## config.mk

```make
export PLATFORM = sky130hd
export DESIGN_NAME = watchdog_timeout_powerdown
export DESIGN_NICKNAME = d
export VERILOG_FILES = /design/src/rtl/wdt_pkg.sv /design/src/rtl/watchdog_timeout_powerdown.sv
export VERILOG_INCLUDE_DIRS = /design/src /design/src/rtl
export SDC_FILE = /design/constraint.sdc
export NUM_CORES = 1
export LEC_CHECK = 0
export BUFFER_PORTS_ARGS = -buffer_cell sky130_fd_sc_hd__buf_2
export CAP_MARGIN = 20
export CORE_AREA = 2 2 106 108
export DETAILED_ROUTE_END_ITERATION = 12
export DIE_AREA = 0 0 108 110
export GPL_ROUTABILITY_DRIVEN = 1
export PLACE_DENSITY = 0.62
export SLEW_MARGIN = 20
export SYNTH_ARGS = -nofsm -noshare
export SYNTH_HDL_FRONTEND = slang
export SYNTH_SLANG_ARGS = --single-unit
```

## constraint.sdc

```tcl
create_clock -name sys_clk_in -period 3 [get_ports sys_clk_in]
set_clock_uncertainty 0.2 [all_clocks]
set_input_delay 0.75 -clock sys_clk_in [delete_from_list [all_inputs] [get_ports sys_clk_in]]
set_output_delay 0.75 -clock sys_clk_in [all_outputs]
set_load 0.01 [all_outputs]
```

## src/rtl/wdt_regs.svh

```systemverilog
// register offsets, field positions, reset values and timing counts
`ifndef WDT_REGS_SVH
`define WDT_REGS_SVH

// register indices; byte address is four times the index
`define WDT_IDX_COUNT 8'hA4
`define WDT_IDX_STATUS 8'hA5
`define WDT_IDX_SERVICE 8'hA6
`define WDT_IDX_PERIOD_CONFIG 8'hA7

// period config fields
`define WDT_SEL_LSB 0
`define WDT_SEL_MSB 2
`define WDT_SEL_RESET 3'h0

// status fields
`define WDT_STAT_STATE_LSB 0
`define WDT_STAT_STATE_MSB 1
`define WDT_STAT_PIN_BIT 2

// timing: core clocks per machine cycle, shortest timeout exponent
`define WDT_MACHINE_CYCLE_CLKS 12
`define WDT_BASE_EXPONENT 14
`define WDT_SEL_STEPS 7

`endif

```

## src/rtl/wdt_pkg.sv

```systemverilog
// types shared by the watchdog and its bench
package wdt_pkg;

    // classic wishbone request bundle
    typedef struct packed {
        logic cyc;
        logic stb;
        logic we;
        logic [11:0] adr;
        logic [3:0] sel;
        logic [31:0] dat;
    } wb_req_t;

    // classic wishbone answer bundle
    typedef struct packed {
        logic ack;
        logic [31:0] dat;
    } wb_rsp_t;

    // power state of the watchdog
    typedef enum logic [1:0] {
        ST_RUN = 2'b00,
        ST_POWER_DOWN = 2'b01,
        ST_WAKE_HOLD = 2'b10
    } wdt_state_t;

endpackage : wdt_pkg

```

## src/rtl/watchdog_timeout_powerdown.sv

```systemverilog
// hardware watchdog with power-down and wake-up hold logic
`timescale 1ns/10ps
`include "wdt_regs.svh"

module watchdog_timeout_powerdown #(
    parameter int MACHINE_CYCLE_CLKS = `WDT_MACHINE_CYCLE_CLKS,
    parameter int BASE_EXPONENT = `WDT_BASE_EXPONENT
) (
    // clock and reset
    input wire logic sys_clk_in,
    input wire logic reset_in,
    // register bus
    input wire wdt_pkg::wb_req_t wb_req_in,
    output wdt_pkg::wb_rsp_t wb_rsp_out,
    // core power control
    input wire logic pd_enter_in,
    input wire logic ext_int_enable_in,
    // external interrupt pin, active low
    input wire logic ext_int_n_in,
    // results to the core
    output logic wdt_reset_out,
    output logic osc_wake_out,
    output logic int_service_out
);
    import wdt_pkg::*;

    localparam int CNT_W = BASE_EXPONENT + `WDT_SEL_STEPS;
    localparam int PRE_W = $clog2(MACHINE_CYCLE_CLKS + 1);
    localparam logic [PRE_W-1:0] PRE_LAST =
        PRE_W'(MACHINE_CYCLE_CLKS - 1);

    // refuse settings the counter cannot serve
    generate
        if (MACHINE_CYCLE_CLKS < 1 || BASE_EXPONENT < 1 ||
            CNT_W > 31) begin : g_bad_param
            $error("watchdog parameters out of range");
        end
    endgenerate

    // timeout limit for a select code, in machine cycles
    function automatic logic [CNT_W-1:0] timeout_limit(
        input logic [2:0] sel
    );
        logic [CNT_W:0] one_hot;
        one_hot = '0;
        one_hot[BASE_EXPONENT + int'(sel)] = 1'b1;
        timeout_limit = CNT_W'(one_hot - 1'b1);
    endfunction : timeout_limit

    // word index from the byte address
    function automatic logic [9:0] word_index(input logic [11:0] adr);
        word_index = adr[11:2];
    endfunction : word_index

    // registers and state
    wdt_state_t state;
    wdt_state_t next_state;
    logic [2:0] timeout_select;
    logic [CNT_W-1:0] watchdog_counter;
    logic [PRE_W-1:0] prescale;
    logic pin_meta;
    logic pin_sync;
    logic pin_prev;
    logic ack;
    logic [31:0] rd_data;

    // bus decode
    logic req;
    logic wr_req;
    logic [9:0] idx;
    logic hit_period;
    logic hit_service;
    logic hit_status;
    logic hit_count;
    logic service;
    logic mc_tick;
    logic running;
    logic expire;

    assign req = wb_req_in.cyc & wb_req_in.stb & ~ack;
    assign wr_req = req & wb_req_in.we;
    assign idx = word_index(wb_req_in.adr);
    assign hit_period = (idx == 10'(`WDT_IDX_PERIOD_CONFIG));
    assign hit_service = (idx == 10'(`WDT_IDX_SERVICE));
    assign hit_status = (idx == 10'(`WDT_IDX_STATUS));
    assign hit_count = (idx == 10'(`WDT_IDX_COUNT));

    // a write to the service register with byte lane 0 selected restarts the count
    assign service = wr_req & hit_service & wb_req_in.sel[0];

    // pin synchroniser; only the second stage is looked at
    always_ff @(posedge sys_clk_in or posedge reset_in) begin
        if (reset_in) begin
            pin_meta <= 1'b1;
            pin_sync <= 1'b1;
        end else begin
            pin_meta <= ext_int_n_in;
            pin_sync <= pin_meta;
        end
    end

    // previous pin level, for the rising edge after wake
    always_ff @(posedge sys_clk_in or posedge reset_in) begin
        if (reset_in) begin
            pin_prev <= 1'b1;
        end else begin
            pin_prev <= pin_sync;
        end
    end

    // power state machine
    always_comb begin
        next_state = state;
        case (state)
            ST_RUN: begin
                // idle is not a state here: counting goes on
                if (pd_enter_in) begin
                    next_state = ST_POWER_DOWN;
                end
            end
            ST_POWER_DOWN: begin
                // level wake, only while the interrupt is enabled during power-down
                if (ext_int_enable_in && !pin_sync) begin
                    next_state = ST_WAKE_HOLD;
                end
            end
            ST_WAKE_HOLD: begin
                // low phase lets the oscillator settle
                if (pin_sync) begin
                    next_state = ST_RUN;
                end
            end
            default: begin
                next_state = ST_RUN;
            end
        endcase
    end

    // state register; a watchdog expiry behaves as a device reset
    always_ff @(posedge sys_clk_in or posedge reset_in) begin
        if (reset_in) begin
            state <= ST_RUN;
        end else if (expire) begin
            state <= ST_RUN;
        end else begin
            state <= next_state;
        end
    end

    // counting only while running, never in power-down or wake hold
    assign running = (state == ST_RUN);

    // machine cycle prescaler
    always_ff @(posedge sys_clk_in or posedge reset_in) begin
        if (reset_in) begin
            prescale <= '0;
        end else if (!running || service) begin
            prescale <= '0;
        end else if (prescale == PRE_LAST) begin
            prescale <= '0;
        end else begin
            prescale <= prescale + 1'b1;
        end
    end

    assign mc_tick = running && !service && (prescale == PRE_LAST);

    // expiry when the next machine cycle would reach the limit
    assign expire = mc_tick &&
        (watchdog_counter == timeout_limit(timeout_select) - 1'b1);

    // watchdog counter; service wins over a tick in the same cycle
    always_ff @(posedge sys_clk_in or posedge reset_in) begin
        if (reset_in) begin
            watchdog_counter <= '0;
        end else if (service || expire) begin
            watchdog_counter <= '0;
        end else if (mc_tick) begin
            watchdog_counter <= watchdog_counter + 1'b1;
        end
    end

    // period config; expiry returns it to the reset select
    always_ff @(posedge sys_clk_in or posedge reset_in) begin
        if (reset_in) begin
            timeout_select <= `WDT_SEL_RESET;
        end else if (expire) begin
            timeout_select <= `WDT_SEL_RESET;
        end else if (wr_req && hit_period && wb_req_in.sel[0]) begin
            timeout_select <=
                wb_req_in.dat[`WDT_SEL_MSB:`WDT_SEL_LSB];
        end
    end

    // device reset request, one clock per expiry
    always_ff @(posedge sys_clk_in or posedge reset_in) begin
        if (reset_in) begin
            wdt_reset_out <= 1'b0;
        end else begin
            wdt_reset_out <= expire;
        end
    end

    // oscillator restart request while holding after a wake
    always_ff @(posedge sys_clk_in or posedge reset_in) begin
        if (reset_in) begin
            osc_wake_out <= 1'b0;
        end else begin
            osc_wake_out <= (next_state == ST_WAKE_HOLD) && !expire;
        end
    end

    // hand the wake interrupt to the core on the pin's return high
    always_ff @(posedge sys_clk_in or posedge reset_in) begin
        if (reset_in) begin
            int_service_out <= 1'b0;
        end else begin
            int_service_out <= (state == ST_WAKE_HOLD) &&
                pin_sync && !pin_prev;
        end
    end

    // bus ack: one cycle after the request, dropped the next cycle
    always_ff @(posedge sys_clk_in or posedge reset_in) begin
        if (reset_in) begin
            ack <= 1'b0;
        end else begin
            ack <= req;
        end
    end

    // read data captured with the ack; unmapped reads give zero
    always_ff @(posedge sys_clk_in or posedge reset_in) begin
        if (reset_in) begin
            rd_data <= 32'h0000_0000;
        end else if (req && !wb_req_in.we) begin
            rd_data <= 32'h0000_0000;
            if (hit_period) begin
                rd_data[`WDT_SEL_MSB:`WDT_SEL_LSB] <= timeout_select;
            end else if (hit_status) begin
                rd_data[`WDT_STAT_STATE_MSB:`WDT_STAT_STATE_LSB] <= state;
                rd_data[`WDT_STAT_PIN_BIT] <= pin_sync;
            end else if (hit_count) begin
                rd_data[CNT_W-1:0] <= watchdog_counter;
            end
        end
    end

    assign wb_rsp_out.ack = ack;
    assign wb_rsp_out.dat = rd_data;

endmodule : watchdog_timeout_powerdown

```

# Word-level counts from Yosys, hierarchy flattened
# Index checks and enable logic that the tools add are counted.
[word_totals] inputBits=56 ff_bits=58
[classes] n_mux=18 n_bitwise=6 n_reduce_logical=22 magnitude_cmp=2 add_sub_neg=5 n_eq_ne=9
[ops] operator="two-way mux 21 bit" n=3
[ops] operator="subtractor 21 x 1 -> 21 bit, second input constant" n=2
[ops] operator="== test 10 x 8 -> 1 bit, second input constant" n=4
[ops] operator="two-way mux 18 bit" n=2
[ops] operator="adder 21 x 1 -> 21 bit, second input constant" n=1
[ops] operator="== test 21 bit" n=1
[ops] operator="two-way mux 3 bit" n=4
[ops] operator="logical AND 1 bit" n=11
[ops] operator="two-way mux 2 bit" n=4
[ops] operator="two-way mux 4 bit" n=2
[ops] operator="zero test 1 bit" n=6
[ops] operator="< comparator 5 x 6 -> 1 bit, second input constant" n=1
[ops] operator="case mux 2 bit (3 select lines)" n=1
[ops] operator="adder 4 x 3 -> 5 bit, first input constant" n=1
[ops] operator="AND 1 bit" n=5
[ops] operator="demux 1 bit (select 5 bit)" n=1
[ops] operator="greater-or-equal comparator 5 x 1 -> 1 bit, second input constant" n=1
[ops] operator="adder 4 x 1 -> 4 bit, second input constant" n=1
[ops] operator="== test 2 bit, second input constant" n=2
[ops] operator="== test 4 bit, second input constant" n=1
[ops] operator="nonzero test 2 bit" n=2
[ops] operator="== test 2 x 1 -> 1 bit, second input constant" n=1
[ops] operator="zero test 2 bit" n=1
[ops] operator="logical OR 1 bit" n=2
[ops] operator="other kinds (2)" n=2

# Logic depth before layout (Yosys ltp)
# Gate-level depths: netlist of the first run.
[depth] ltp_word=11 ltp_mapped=10 ltp_nobuf=8

# Least setup slack after synthesis of the first run
# No wires, ideal clock.
[synth_path] path_type="reg-to-reg" from="reg timeout_select[1]" to="reg watchdog_counter[1]" path_slack_ns=0.417 setup_ns=0.121 t_arrival_ns=2.262 stages_incl_launch_ff=11 cell_sequence="dfrtp_1 > buf_6 > inv_2 > ha_1 > nor3b_2 > xnor2_1 > xnor2_2 > nand3_4 > o31ai_4 > buf_8 > nor2_2"
[synth_via] elab_chain_len=11 elab_cells_between_ends=13
[synth_rtl] element="start: declaration" line="watchdog_timeout_powerdown.sv:58" text="logic [2:0] timeout_select;"
[synth_rtl] element="start signal: assignment" line="watchdog_timeout_powerdown.sv:186" text="timeout_select <= `WDT_SEL_RESET;"
[synth_rtl] element="start signal: assignment" line="watchdog_timeout_powerdown.sv:188" text="timeout_select <= `WDT_SEL_RESET;"
[synth_rtl] element="start signal: assignment" line="watchdog_timeout_powerdown.sv:190" text="timeout_select <="
[synth_rtl] element="adder 4 x 3 -> 5 bit *" line="watchdog_timeout_powerdown.sv:46" text="one_hot[BASE_EXPONENT + int'(sel)] = 1'b1;"
[synth_rtl] element="< comparator 5 x 6 -> 1 bit (implied by the code) / greater-or-equal comparator 5 x 1 -> 1 bit (equally long branches)" line="watchdog_timeout_powerdown.sv:46"
[synth_rtl] element="logical AND 1 bit (implied by the code)" line="watchdog_timeout_powerdown.sv:46"
[synth_rtl] element="two-way mux 1 bit (implied by the code)" line="watchdog_timeout_powerdown.sv:46"
[synth_rtl] element="demux 1 bit (select 5 bit) *" line="watchdog_timeout_powerdown.sv:46"
[synth_rtl] element="subtractor 21 x 1 -> 21 bit *" line="watchdog_timeout_powerdown.sv:47" text="timeout_limit = CNT_W'(one_hot - 1'b1);"
[synth_rtl] element="subtractor 21 x 1 -> 21 bit *" line="watchdog_timeout_powerdown.sv:170" text="(watchdog_counter == timeout_limit(timeout_select) - 1'b1);"
[synth_rtl] element="== test 21 bit *" line="watchdog_timeout_powerdown.sv:170"
[synth_rtl] element="logical AND 1 bit *" line="watchdog_timeout_powerdown.sv:169" text="assign expire = mc_tick &&"
[synth_rtl] element="logical OR 1 bit *" line="watchdog_timeout_powerdown.sv:176" text="end else if (service || expire) begin"
[synth_rtl] element="two-way mux 21 bit / nonzero test 2 bit (equally long branches)"
[synth_rtl] element="end signal: assignment" line="watchdog_timeout_powerdown.sv:179" text="watchdog_counter <= watchdog_counter + 1'b1;"
[synth_rtl] element="end: declaration" line="watchdog_timeout_powerdown.sv:59" text="logic [CNT_W-1:0] watchdog_counter;"
# Every way passes the cells marked *; elsewhere a longest branch is shown, timed or not.
# A chain may end at the register's enable or synchronous reset.

# Worst setup path in the final report of the first run
[layout_path] from="reg timeout_select[2]" to="reg timeout_select[2]"
[layout_via] elab_chain_len=10 elab_cells_between_ends=12
[layout_rtl] element="adder 4 x 3 -> 5 bit *" line="watchdog_timeout_powerdown.sv:46"
[layout_rtl] element="< comparator 5 x 6 -> 1 bit (implied by the code) / greater-or-equal comparator 5 x 1 -> 1 bit (equally long branches)" line="watchdog_timeout_powerdown.sv:46"
[layout_rtl] element="logical AND 1 bit (implied by the code)" line="watchdog_timeout_powerdown.sv:46"
[layout_rtl] element="two-way mux 1 bit (implied by the code)" line="watchdog_timeout_powerdown.sv:46"
[layout_rtl] element="demux 1 bit (select 5 bit) *" line="watchdog_timeout_powerdown.sv:46"
[layout_rtl] element="subtractor 21 x 1 -> 21 bit *" line="watchdog_timeout_powerdown.sv:47"
[layout_rtl] element="subtractor 21 x 1 -> 21 bit *" line="watchdog_timeout_powerdown.sv:170"
[layout_rtl] element="== test 21 bit *" line="watchdog_timeout_powerdown.sv:170"
[layout_rtl] element="logical AND 1 bit *" line="watchdog_timeout_powerdown.sv:169"
[layout_rtl] element="net expire" line="watchdog_timeout_powerdown.sv:78" text="logic expire;"
[layout_rtl] element="two-way mux 3 bit / nonzero test 2 bit (equally long branches)"
# Mark *: on every way through the listed nets, which the timed path passes. The rest lies on a longest branch.

==> results.md, run 1 <==
- Pwr dens: 414 nW/µm²
- Clk Latency, worst-skew pair: 350 ps
- Distinct cells, synth: 58
- Synth Instances: 294
- Core Footprint: 10,700 µm²
- Synth top area cells: dfrtp_1 (43%), a22o_1 (5.8%), xnor2_1 (4.1%), buf_4 (3.3%), ha_1 (3.2%)
- Layout net count: 417
- WHS Path Cells: 0
- Fin crit share: 0.889
- Highest clock rate: 0.375 GHz
- Share of the synthesized area in the top cell type: 0.434
- Measured slew at the worst slew-check pin: 487 ps
- Placed cells: 481
- Via count: 2,337
- First-pass GRT wire length: 11.6 mm
- Crit-path cells: inv_1, ha_1, nor3b_2, xnor2_1, xnor2_2, nand3_4, buf_4, nor4_4, nor2_1
- DP Area: 3560 µm²
- Post-synth EDFFs: 0
- Crit Path Class: flop to flop
- Die W: 108 µm
- Syn Area/Cell: 10.8 µm²
- Largest net degree at the start of global routing: 23
- Worst-path fanout max: 7
- CTS tree: yes
- # diodes: 0
- Yosys warns: 0
- Start of the worst register-to-register path: timeout_select[2]$_DFFE_PP0P_
- Initial Util: 0.297
- Min-delay worst type: flop to flop
- Crit path arrival time: 2680 ps
- Initial antenna violation count: 0
- Worst path max stage delay: 430 ps
- PostCTS Resize Cnt: 0
- Final Hold Fails: 0
- MaxCap Viol Count: 0
- Wire per inst: 13.7 µm
- Number of antenna-violating nets in the routed design: 0
- Req. time, crit path: 3010 ps
- FP Rows: 38
- Port Buffers: 46
- Crit path depth: 9
- Critical Path Sink Type: flop
- Final Slew Violations: 0
- Top-count cell post-synth: dfrtp_1
- DPL Wire Length: 5.03 mm
- DR DRC count: 0
- Non-Filler Instances: 498
- Clk Tree Root Cell: clkbuf_8
- Crit start category: flop
- Postcts setup bufs: 0
- Vias in the first global route: 2,396
- Slew HR: 0.672
- Hold Path End: pin_sync$_DFF_PP1_
- Count of state elements after synthesis: 58
- Area grow syn2layout: 18.1%
- Prevailing post-synth register cell: dfrtp_1
- Hold path start: pin_meta$_DFF_PP1_
- Tot GR Track Use: 0.128
- Sum of buffers and inverters on the critical path: 2
- Register-to-Register Path Depth: 9
- I/O pin count: 92
- Fin Setup TNS: 0 ps
- Post-synth top area cell: dfrtp_1
- Die Ht: 110 µm
- Final setup fails: 0
- Lkg Pwr: 1.75 nW
- Die area: 11,900 µm²
- Detailed Route Iter0 Violations: 83
- Mean number of vias per cell: 4.69
- Drt pass-1 iters: 4
- Post-Syn Area: 3170 µm²
- Total gr overflow: 0
- RSZ-0062 raised after global routing: false
- Synth cell count leaders: dfrtp_1 (55), nor2_1 (22), a22o_1 (21)
- Clock slew at reported path FFs: 70 ps
- Final critical-path required period: 2670 ps
- R2R setup slack: 330 ps
- Routability cong.: 0.797
- Cts bufs inserted: 9
- Detailed Route WL: 6.84 mm
- Seq/Total Area, Yosys: 0.459
- R2r endpoint: timeout_select[2]$_DFFE_PP0P_
- Cell family with most CP delay: simple AND/OR/NAND/NOR gates
- Max VDD drop: 0.157 mV
- Final Cell Area: 3750 µm²
- Max stage delay cell, worst path: dfrtp_1
- Maximum clock path buffer count: 2
- H-Tree Level Count: 3
- Hold_buf cts: 0
- Status: completed
- Post-synth ARST share: 1.00
- Layout cells sized above 1: 0.296
- Clk sink count: 58
[worst max-delay path by stage]
stage                             startpoint                         endpoint
4_1_cts        timeout_select[2]$_DFFE_PP0P_  watchdog_counter[8]$_DFFE_PP0P_
6_report       timeout_select[2]$_DFFE_PP0P_    timeout_select[2]$_DFFE_PP0P_
2_1_floorplan  timeout_select[1]$_DFFE_PP0P_  watchdog_counter[1]$_DFFE_PP0P_
5_1_grt        timeout_select[2]$_DFFE_PP0P_    timeout_select[1]$_DFFE_PP0P_
3_3_place_gp   timeout_select[2]$_DFFE_PP0P_  watchdog_counter[8]$_DFFE_PP0P_
3_5_place_dp   timeout_select[2]$_DFFE_PP0P_  watchdog_counter[9]$_DFFE_PP0P_
[per-layer routing]
metal  vias up  share of wire  global-route usage
li1       1160              -                   -
met1      1134           0.46               0.154
met2        33           0.49               0.214
met3        10          0.030              0.0400
met4         0          0.014              0.0513
met5         -              0                   0
[state kept, by name, indices dropped and copies added (netlist names)]
name / cells
ack: 1
int_service_out: 1
osc_wake_out: 1
pin_meta: 1
pin_prev: 1
pin_sync: 1
prescale: 4
rd_data: 21
state: 2
timeout_select: 3
watchdog_counter: 21
wdt_reset_out: 1
[placed cells by master, fill, tap and decap left out, types with 2 or more instances in the layout]
cell type   instances
nor2_1             22
mux2i_1             7
clkbuf_8            9
nor3_2              2
a22o_1             21
buf_2              46
clkinv_2            3
o211ai_1            2
a31oi_1             2
xnor2_1            15
nor4_1              4
and4_1              3
nand3_1            14
xor2_1              8
inv_2               2
clkinvlp_4          3
nor4_4              4
nor3b_1             3
conb_1             11
nand2b_1            5
inv_1               6
dfstp_2             3
nand4_1             6
ha_1                8
buf_4              13
nor2_2             10
nor3_1              5
nand2_1            15
a21oi_1             4
dfrtp_1            55
and3_1              4
and3b_1             2
nor2b_1             2
o2111ai_1           2
o21ai_0             6
o21ai_1             2
nand3b_1            6
[kinds of logic (layout without fill, tap and decap cells)]
kind of cell | count (synthesis) | in the layout | synth area share
AO/OA/AOI/OAI | 47 | 47 | 0.118
XOR/XNOR | 24 | 24 | 0.0686
adder cells (fa/ha/maj) | 9 | 9 | 0.0351
buffers and inverters | 30 | 84 | 0.0584
flip-flops | 58 | 58 | 0.459
multiplexers | 7 | 7 | 0.0221
other | 1 | 11 | 0.00118
AND/OR/NAND/NOR | 118 | 118 | 0.238
[power breakdown]
group / internal [mW] / switching, mW / leakage (nW)
registers: 0.804 / 0.0179 / 0.789
logic: 0.0404 / 0.0658 / 0.878
clock network: 0.295 / 0.328 / 0.0810
[per-stage QoR]
stage          power [mW]  hold slack [ps]  utilization  setup slack [ps]
6_report             1.55              159        0.350               332
5_1_grt              1.64              166        0.350               146
4_1_cts              1.58              158        0.349              36.9
3_5_place_dp        0.945              151        0.333              43.8
3_3_place_gp        0.940              146        0.333              96.3
2_1_floorplan       0.917              145            -               417
[cell type report]
class                      instances  area, µm²
tap                              140        175
clock inverter                     7       46.3
timing repair buffer              60        348
clock buffer                       9        124
sequential                        58       1460
multi-input combinational        216       1570
inverter                           8       30.0
fill                            1084       6950
Power figures use the tool's default switching activity.
==> run 2: changes to the inputs <==
--- a/config.mk
+++ b/config.mk
@@ -13,6 +13,7 @@
 export DIE_AREA = 0 0 108 110
 export GPL_ROUTABILITY_DRIVEN = 1
 export PLACE_DENSITY = 0.62
+export REMOVE_ABC_BUFFERS = 1
 export SLEW_MARGIN = 20
 export SYNTH_ARGS = -nofsm -noshare
 export SYNTH_HDL_FRONTEND = slang
==> run 2 against run 1 <==
Compared with the run above:
- non-clock buffer count shrank 2
- register-to-register slack gained 50 ps
- clock-buffer cell count grew 3
- first-iteration DRC count grew 6.0%
- clock power grew 10%
- combinational power is essentially flat
- via count grew 2.4%
- critical path depth is the same
- cell count shrank 0.40%
- flip-flop and latch count is the same
- final area grew 0.47%
- setup slack gained 50 ps
- largest power group unchanged
==> results.md, run 2 (synthesis gave the netlist of run 1 again) <==
- CTS tree: yes (unchanged)
- Status: completed (unchanged)
- Top Registers: rd_data x21, watchdog_counter x21, prescale x4 (unchanged)
- Worst-path fanout max: 7 (unchanged)
- Die Ht: 110 µm (unchanged)
- Total gr overflow: 0 (unchanged)
- Register share of total power: 0.509 (was 0.530)
- Filler Cells Inserted: 1,079 (was 1,084)
- Die area: 11,900 µm² (unchanged)
- Critical Path Sink Type: flop (unchanged)
- Commonest non-fill, non-tap cells in the layout: dfrtp_1 (55), buf_2 (46), nor2_1 (22) (unchanged)
- DP Area: 3560 µm² (about the same)
- Detailed Route WL: 6.92 mm (was 6.84 mm)
- Number of antenna-violating nets in the routed design: 0 (unchanged)
- Max VDD drop: 0.215 mV (was 0.157 mV)
- Routability cong.: 0.851 (was 0.797)
- Worst setup slack after placement: 14.6 ps (was 43.8 ps)
- Final Hold Fails: 0 (unchanged)
- Final setup fails: 0 (unchanged)
- Final core utilization: 0.352 (was 0.350)
- Detailed Route Iter0 Violations: 88 (was 83)
- Tot GR Track Use: 0.128 (unchanged)
- Fin crit share: 0.873 (was 0.889)
- First-pass GRT wire length: 11.7 mm (was 11.6 mm)
- Clock slew at reported path FFs: 60 ps (was 70 ps)
- Layout net count: 415 (was 417)
- Largest net degree at the start of global routing: 59 (was 23)
- Crit Path Class: flop to flop (unchanged)
- MaxCap Viol Count: 0 (unchanged)
- Final Slew Violations: 0 (unchanged)
- Maximum clock path buffer count: 2 (unchanged)
- Clk Tree Root Cell: clkbuf_8 (unchanged)
- Internal power: 1.21 mW (was 1.14 mW)
- Port Buffers: 46 (unchanged)
- Final worst slack: 382 ps (was 332 ps)
- Hold_buf cts: 0 (unchanged)
- Placed cells: 479 (was 481)
- Switching part of the total: 0.252 (was 0.266)
- Switching pwr: 407 µW (was 412 µW)
- DR DRC count: 0 (unchanged)
- # diodes: 0 (unchanged)
- Core Footprint: 10,700 µm² (unchanged)
- Met3 Use GR: 0.0376 (was 0.0400)
- Cts bufs inserted: 9 (unchanged)
- DPL Wire Length: 4.93 mm (was 5.03 mm)
- Highest clock rate: 0.382 GHz (was 0.375 GHz)
- Gate power share: 0.066 (was 0.068)
- R2R setup slack: 380 ps (was 330 ps)
- M1 GR Usage: 0.156 (was 0.154)
- Most common cell after layout, fill and taps aside: dfrtp_1 (unchanged)
- Wire per inst: 14.0 µm (was 13.7 µm)
- Pwr dens: 429 nW/µm² (was 414 nW/µm²)
- H-Tree Level Count: 3 (unchanged)
- RSZ-0062 raised after global routing: false (unchanged)
- Clk sink count: 58 (unchanged)
- Mean number of vias per cell: 4.83 (was 4.69)
- Non-Filler Instances: 496 (was 498)
- Area grow syn2layout: 18.7% (was 18.1%)
- Initial Util: 0.297 (unchanged)
- Busiest grt layer: met2 (unchanged)
- Drt pass-1 iters: 4 (unchanged)
- Min-delay worst type: flop to flop (unchanged)
- Met2 Usage GRT: 0.213 (was 0.214)
- Vias in the first global route: 2,411 (was 2,396)
- WHS: 157 ps (was 159 ps)
- Initial antenna violation count: 0 (unchanged)
- Die W: 108 µm (unchanged)
- Crit start category: flop (unchanged)
- Req. time, crit path: 3010 ps (about the same)
- Total power: 1.62 mW (was 1.55 mW)
- Clock power frac: 0.425 (was 0.402)
- I/O pin count: 92 (unchanged)
- Crit path arrival time: 2620 ps (was 2680 ps)
- FP Rows: 38 (unchanged)
- Final Cell Area: 3770 µm² (was 3750 µm²)
- Lkg Pwr: 1.76 nW (was 1.75 nW)
- PostCTS Resize Cnt: 0 (unchanged)
- Via count: 2,394 (was 2,337)
- Clk Latency, worst-skew pair: 350 ps (about the same)
- Final critical-path required period: 2620 ps (was 2670 ps)
- Layout cells sized above 1: 0.292 (was 0.296)
- Fin Setup TNS: 0 ps (unchanged)
-- run 2: changes by cell type in the layout (fill, tap and decap cells not counted) --
cell | previous run | this run
clkinvlp_4 | 3 | 2
clkinv_2 | 3 | 2
clkbuf_8 | 9 | 12
buf_4 | 13 | 10
clkinv_4 | 1 | 0
buf_12 | 1 | 2
-- run 2: power by group through the flow --
stage | logic [mW] | registers, mW | clock network (mW)
floorplan | 0.0670 | 0.833 | 0
global placement | 0.106 | 0.835 | 0
detailed placement | 0.109 | 0.838 | 0
CTS | 0.110 | 0.823 | 0.708
global route | 0.122 | 0.825 | 0.742
finish | 0.107 | 0.823 | 0.686
-- run 2: cell type report --
class	count	area [µm²]	share of cell area
Tap cell	140	175	0.0465
Clock inverter	4	25.0	0.00664
Clock buffer	12	165	0.0439
Inverter	8	30.0	0.00797
Multi-Input combinational cell	216	1570	0.417
Sequential cell	58	1460	0.386
Timing Repair Buffer	58	345	0.0917
-- run 2: what timing repair did --
action	4_1_cts	5_1_grt
endpoints found under the hold margin	0	0
buffers inserted	0	1
endpoints found under the setup margin	0	17
-- run 2: path summary, 6_finish.rpt --
| kind | startpoint | to | cells after the start |
|---|---|---|---|
| worst max-delay path | timeout_select[2]$_DFFE_PP0P_ | timeout_select[1]$_DFFE_PP0P_ | 9 |
| max in group asynchronous | reset_in | pin_meta$_DFF_PP1_ | 3 |
| min in group asynchronous | reset_in | watchdog_counter[18]$_DFFE_PP0P_ | 3 |
| worst min register to register | pin_meta$_DFF_PP1_ | pin_sync$_DFF_PP1_ | 0 |
| worst max register to register | timeout_select[2]$_DFFE_PP0P_ | timeout_select[1]$_DFFE_PP0P_ | 9 |
| worst min-delay path | pin_meta$_DFF_PP1_ | pin_sync$_DFF_PP1_ | 0 |
-- run 2: critical path, cell delays in order (launching register included) --
cell and delay [ps]:
dfrtp_1 410, inv_1 120, ha_1 410, nor3b_2 210, xnor2_1 180, xnor2_2 170, nand3_4 110, buf_4 180
nor4_4 400, nor2_1 90
-- run 2: per-layer routing --
metal	up-vias	wire length (µm)
met5	-	0
met4	0	151
met3	14	352
met2	58	3310
met1	1167	3100
li1	1155	-
==> run 3: changes to the inputs <==
--- a/config.mk
+++ b/config.mk
@@ -8,11 +8,11 @@
 export LEC_CHECK = 0
 export BUFFER_PORTS_ARGS = -buffer_cell sky130_fd_sc_hd__buf_2
 export CAP_MARGIN = 20
-export CORE_AREA = 2 2 106 108
+export CORE_AREA = 2 2 82 84
 export DETAILED_ROUTE_END_ITERATION = 12
-export DIE_AREA = 0 0 108 110
+export DIE_AREA = 0 0 84 86
 export GPL_ROUTABILITY_DRIVEN = 1
-export PLACE_DENSITY = 0.62
+export PLACE_DENSITY = 0.89
 export REMOVE_ABC_BUFFERS = 1
 export SLEW_MARGIN = 20
 export SYNTH_ARGS = -nofsm -noshare
==> run 3 against run 2 <==
Compared with the run above:
- flip-flop and latch count unchanged
- cell count down 13%
- hold slack about the same
- wire length decreased by 6.4%
- largest cell class unchanged
- largest power group is now clock
==> results.md, run 3 (synthesis gave the netlist of run 1 again) <==
- Filler Cells Inserted: 542 (was 1,079)
- Postcts setup bufs: 2 (was 0)
- Crit path arrival time: 2620 ps (about the same)
- Vias in the first global route: 2,422 (was 2,411)
- Max VDD drop: 0.347 mV (was 0.215 mV)
- H-Tree Level Count: 3 (unchanged)
- Final Slew Violations: 0 (unchanged)
- PostCTS Resize Cnt: 0 (unchanged)
- CTS tree: yes (unchanged)
- Worst-path fanout max: 7 (unchanged)
- Port Buffers: 46 (unchanged)
- Area grow syn2layout: 17.1% (was 18.7%)
- RSZ-0062 raised after global routing: false (unchanged)
- Final Hold Fails: 0 (unchanged)
- Largest net degree at the start of global routing: 22 (was 59)
- Min-delay worst type: flop to flop (unchanged)
- Tot GR Track Use: 0.201 (was 0.128)
- Highest clock rate: 0.386 GHz (was 0.382 GHz)
- Top Registers: rd_data x21, watchdog_counter x21, prescale x4 (unchanged)
- DR DRC count: 0 (unchanged)
- Initial Util: 0.505 (was 0.297)
- Crit Path Class: flop to flop (unchanged)
- Die W: 84 µm (was 108 µm)
- Switching part of the total: 0.225 (was 0.252)
- Maximum clock path buffer count: 2 (unchanged)
- Via count: 2,387 (was 2,394)
- Number of antenna-violating nets in the routed design: 0 (unchanged)
- Commonest non-fill, non-tap cells in the layout: dfrtp_1 (55), buf_2 (46), nor2_1 (22) (unchanged)
- # diodes: 0 (unchanged)
- Status: completed (unchanged)
- Core Footprint: 6280 µm² (was 10,700 µm²)
- Fin Setup TNS: 0 ps (unchanged)
- Lkg Pwr: 1.77 nW (was 1.76 nW)
- Most common cell after layout, fill and taps aside: dfrtp_1 (unchanged)
- Routability cong.: 0.874 (was 0.851)
- Clock slew at reported path FFs: 70 ps (was 60 ps)
- Crit start category: flop (unchanged)
- DPL Wire Length: 4.66 mm (was 4.93 mm)
- Mean number of vias per cell: 5.53 (was 4.83)
- Worst setup slack after placement: 1.10 ps (was 14.6 ps)
- Clk Latency, worst-skew pair: 350 ps (about the same)
- Gate power share: 0.060 (was 0.066)
- Switching pwr: 399 µW (was 407 µW)
- Detailed Route WL: 6.48 mm (was 6.92 mm)
- Clk sink count: 58 (unchanged)
- WHS: 157 ps (about the same)
- Detailed Route Iter0 Violations: 84 (was 88)
- Internal power: 1.38 mW (was 1.21 mW)
- I/O pin count: 92 (unchanged)
- FP Rows: 29 (was 38)
- MaxCap Viol Count: 0 (unchanged)
- Cts bufs inserted: 9 (unchanged)
- Total power: 1.78 mW (was 1.62 mW)
- Hold_buf cts: 0 (unchanged)
- Die Ht: 86 µm (was 110 µm)
- Layout net count: 414 (was 415)
- Layout cells sized above 1: 0.290 (was 0.292)
- Register share of total power: 0.463 (was 0.509)
- Final critical-path required period: 2590 ps (was 2620 ps)
- Total gr overflow: 0 (unchanged)
- Pwr dens: 478 nW/µm² (was 429 nW/µm²)
- Clk Tree Root Cell: clkbuf_8 (unchanged)
- Wire per inst: 15.0 µm (was 14.0 µm)
- Clock power frac: 0.477 (was 0.425)
- Die area: 7220 µm² (was 11,900 µm²)
- Req. time, crit path: 3030 ps (was 3010 ps)
- Drt pass-1 iters: 4 (unchanged)
- Initial antenna violation count: 0 (unchanged)
- Critical Path Sink Type: flop (unchanged)
- Fin crit share: 0.862 (was 0.873)
- First-pass GRT wire length: 11.4 mm (was 11.7 mm)
- Final setup fails: 0 (unchanged)
- Final worst slack: 413 ps (was 382 ps)
==> run 3: changes by cell type in the layout (fill, tap and decap cells not counted), sizes merged <==
cell / delta
clkinv: -1
clkinvlp: -1
bufinv: +2
buf: -1
==> run 3: power by group through the flow <==
stage	Clock [mW]	Combinational, mW	Sequential [mW]
after global placement	0	0.103	0.835
after global routing	0.892	0.121	0.824
after detailed placement	0	0.106	0.836
final	0.848	0.107	0.822
after CTS	0.859	0.109	0.822
after floorplan	0	0.0670	0.833
==> run 3: final timing paths <==
path / cells past startpoint / slack [ps] / from / to
max in group asynchronous: 3 / 1810 / reset_in / rd_data[19]$_DFFE_PP0P_
min: 0 / 160 / pin_meta$_DFF_PP1_ / pin_sync$_DFF_PP1_
min in group asynchronous: 2 / 180 / reset_in / prescale[3]$_DFF_PP0_
min reg2reg: 0 / 160 / pin_meta$_DFF_PP1_ / pin_sync$_DFF_PP1_
max: 9 / 410 / timeout_select[2]$_DFFE_PP0P_ / watchdog_counter[0]$_DFFE_PP0P_
max reg2reg: 9 / 410 / timeout_select[2]$_DFFE_PP0P_ / watchdog_counter[0]$_DFFE_PP0P_
==> run 3: final cells by class <==
type / instances / area, µm² / area share
Sequential cell: 58 / 1460 / 0.392
Inverter: 8 / 30.0 / 0.00808
Tap cell: 77 / 96.3 / 0.0259
Timing Repair Buffer: 57 / 325 / 0.0876
Clock inverter: 4 / 72.6 / 0.0195
Clock buffer: 12 / 165 / 0.0445
Multi-Input combinational cell: 216 / 1570 / 0.423
==> run 3: per-stage QoR <==
stage          area, µm²   util  cells
2_1_floorplan       3060      -    282
3_3_place_gp        3450  0.550    414
3_5_place_dp        3450  0.550    414
4_1_cts             3710  0.592    432
5_1_grt             3710  0.592    432
6_report            3710  0.592    432
==> run 3: routing by layer <==
metal / routed length (µm) / GRT usage / part of all wire
met2: 3180 / 0.334 / 0.49
met4: 119 / 0.0880 / 0.018
met5: 0 / 0 / 0
met3: 387 / 0.0520 / 0.060
met1: 2800 / 0.249 / 0.43
==> run 3: critical path, stage by stage (launching register included) <==
cell and delay [ps]:
dfrtp_1 400, inv_1 110, ha_1 380, nor3b_2 200, xnor2_1 260, xnor2_2 190, nand3_4 170, o31ai_4 270
buf_4 230, nor2b_1 60
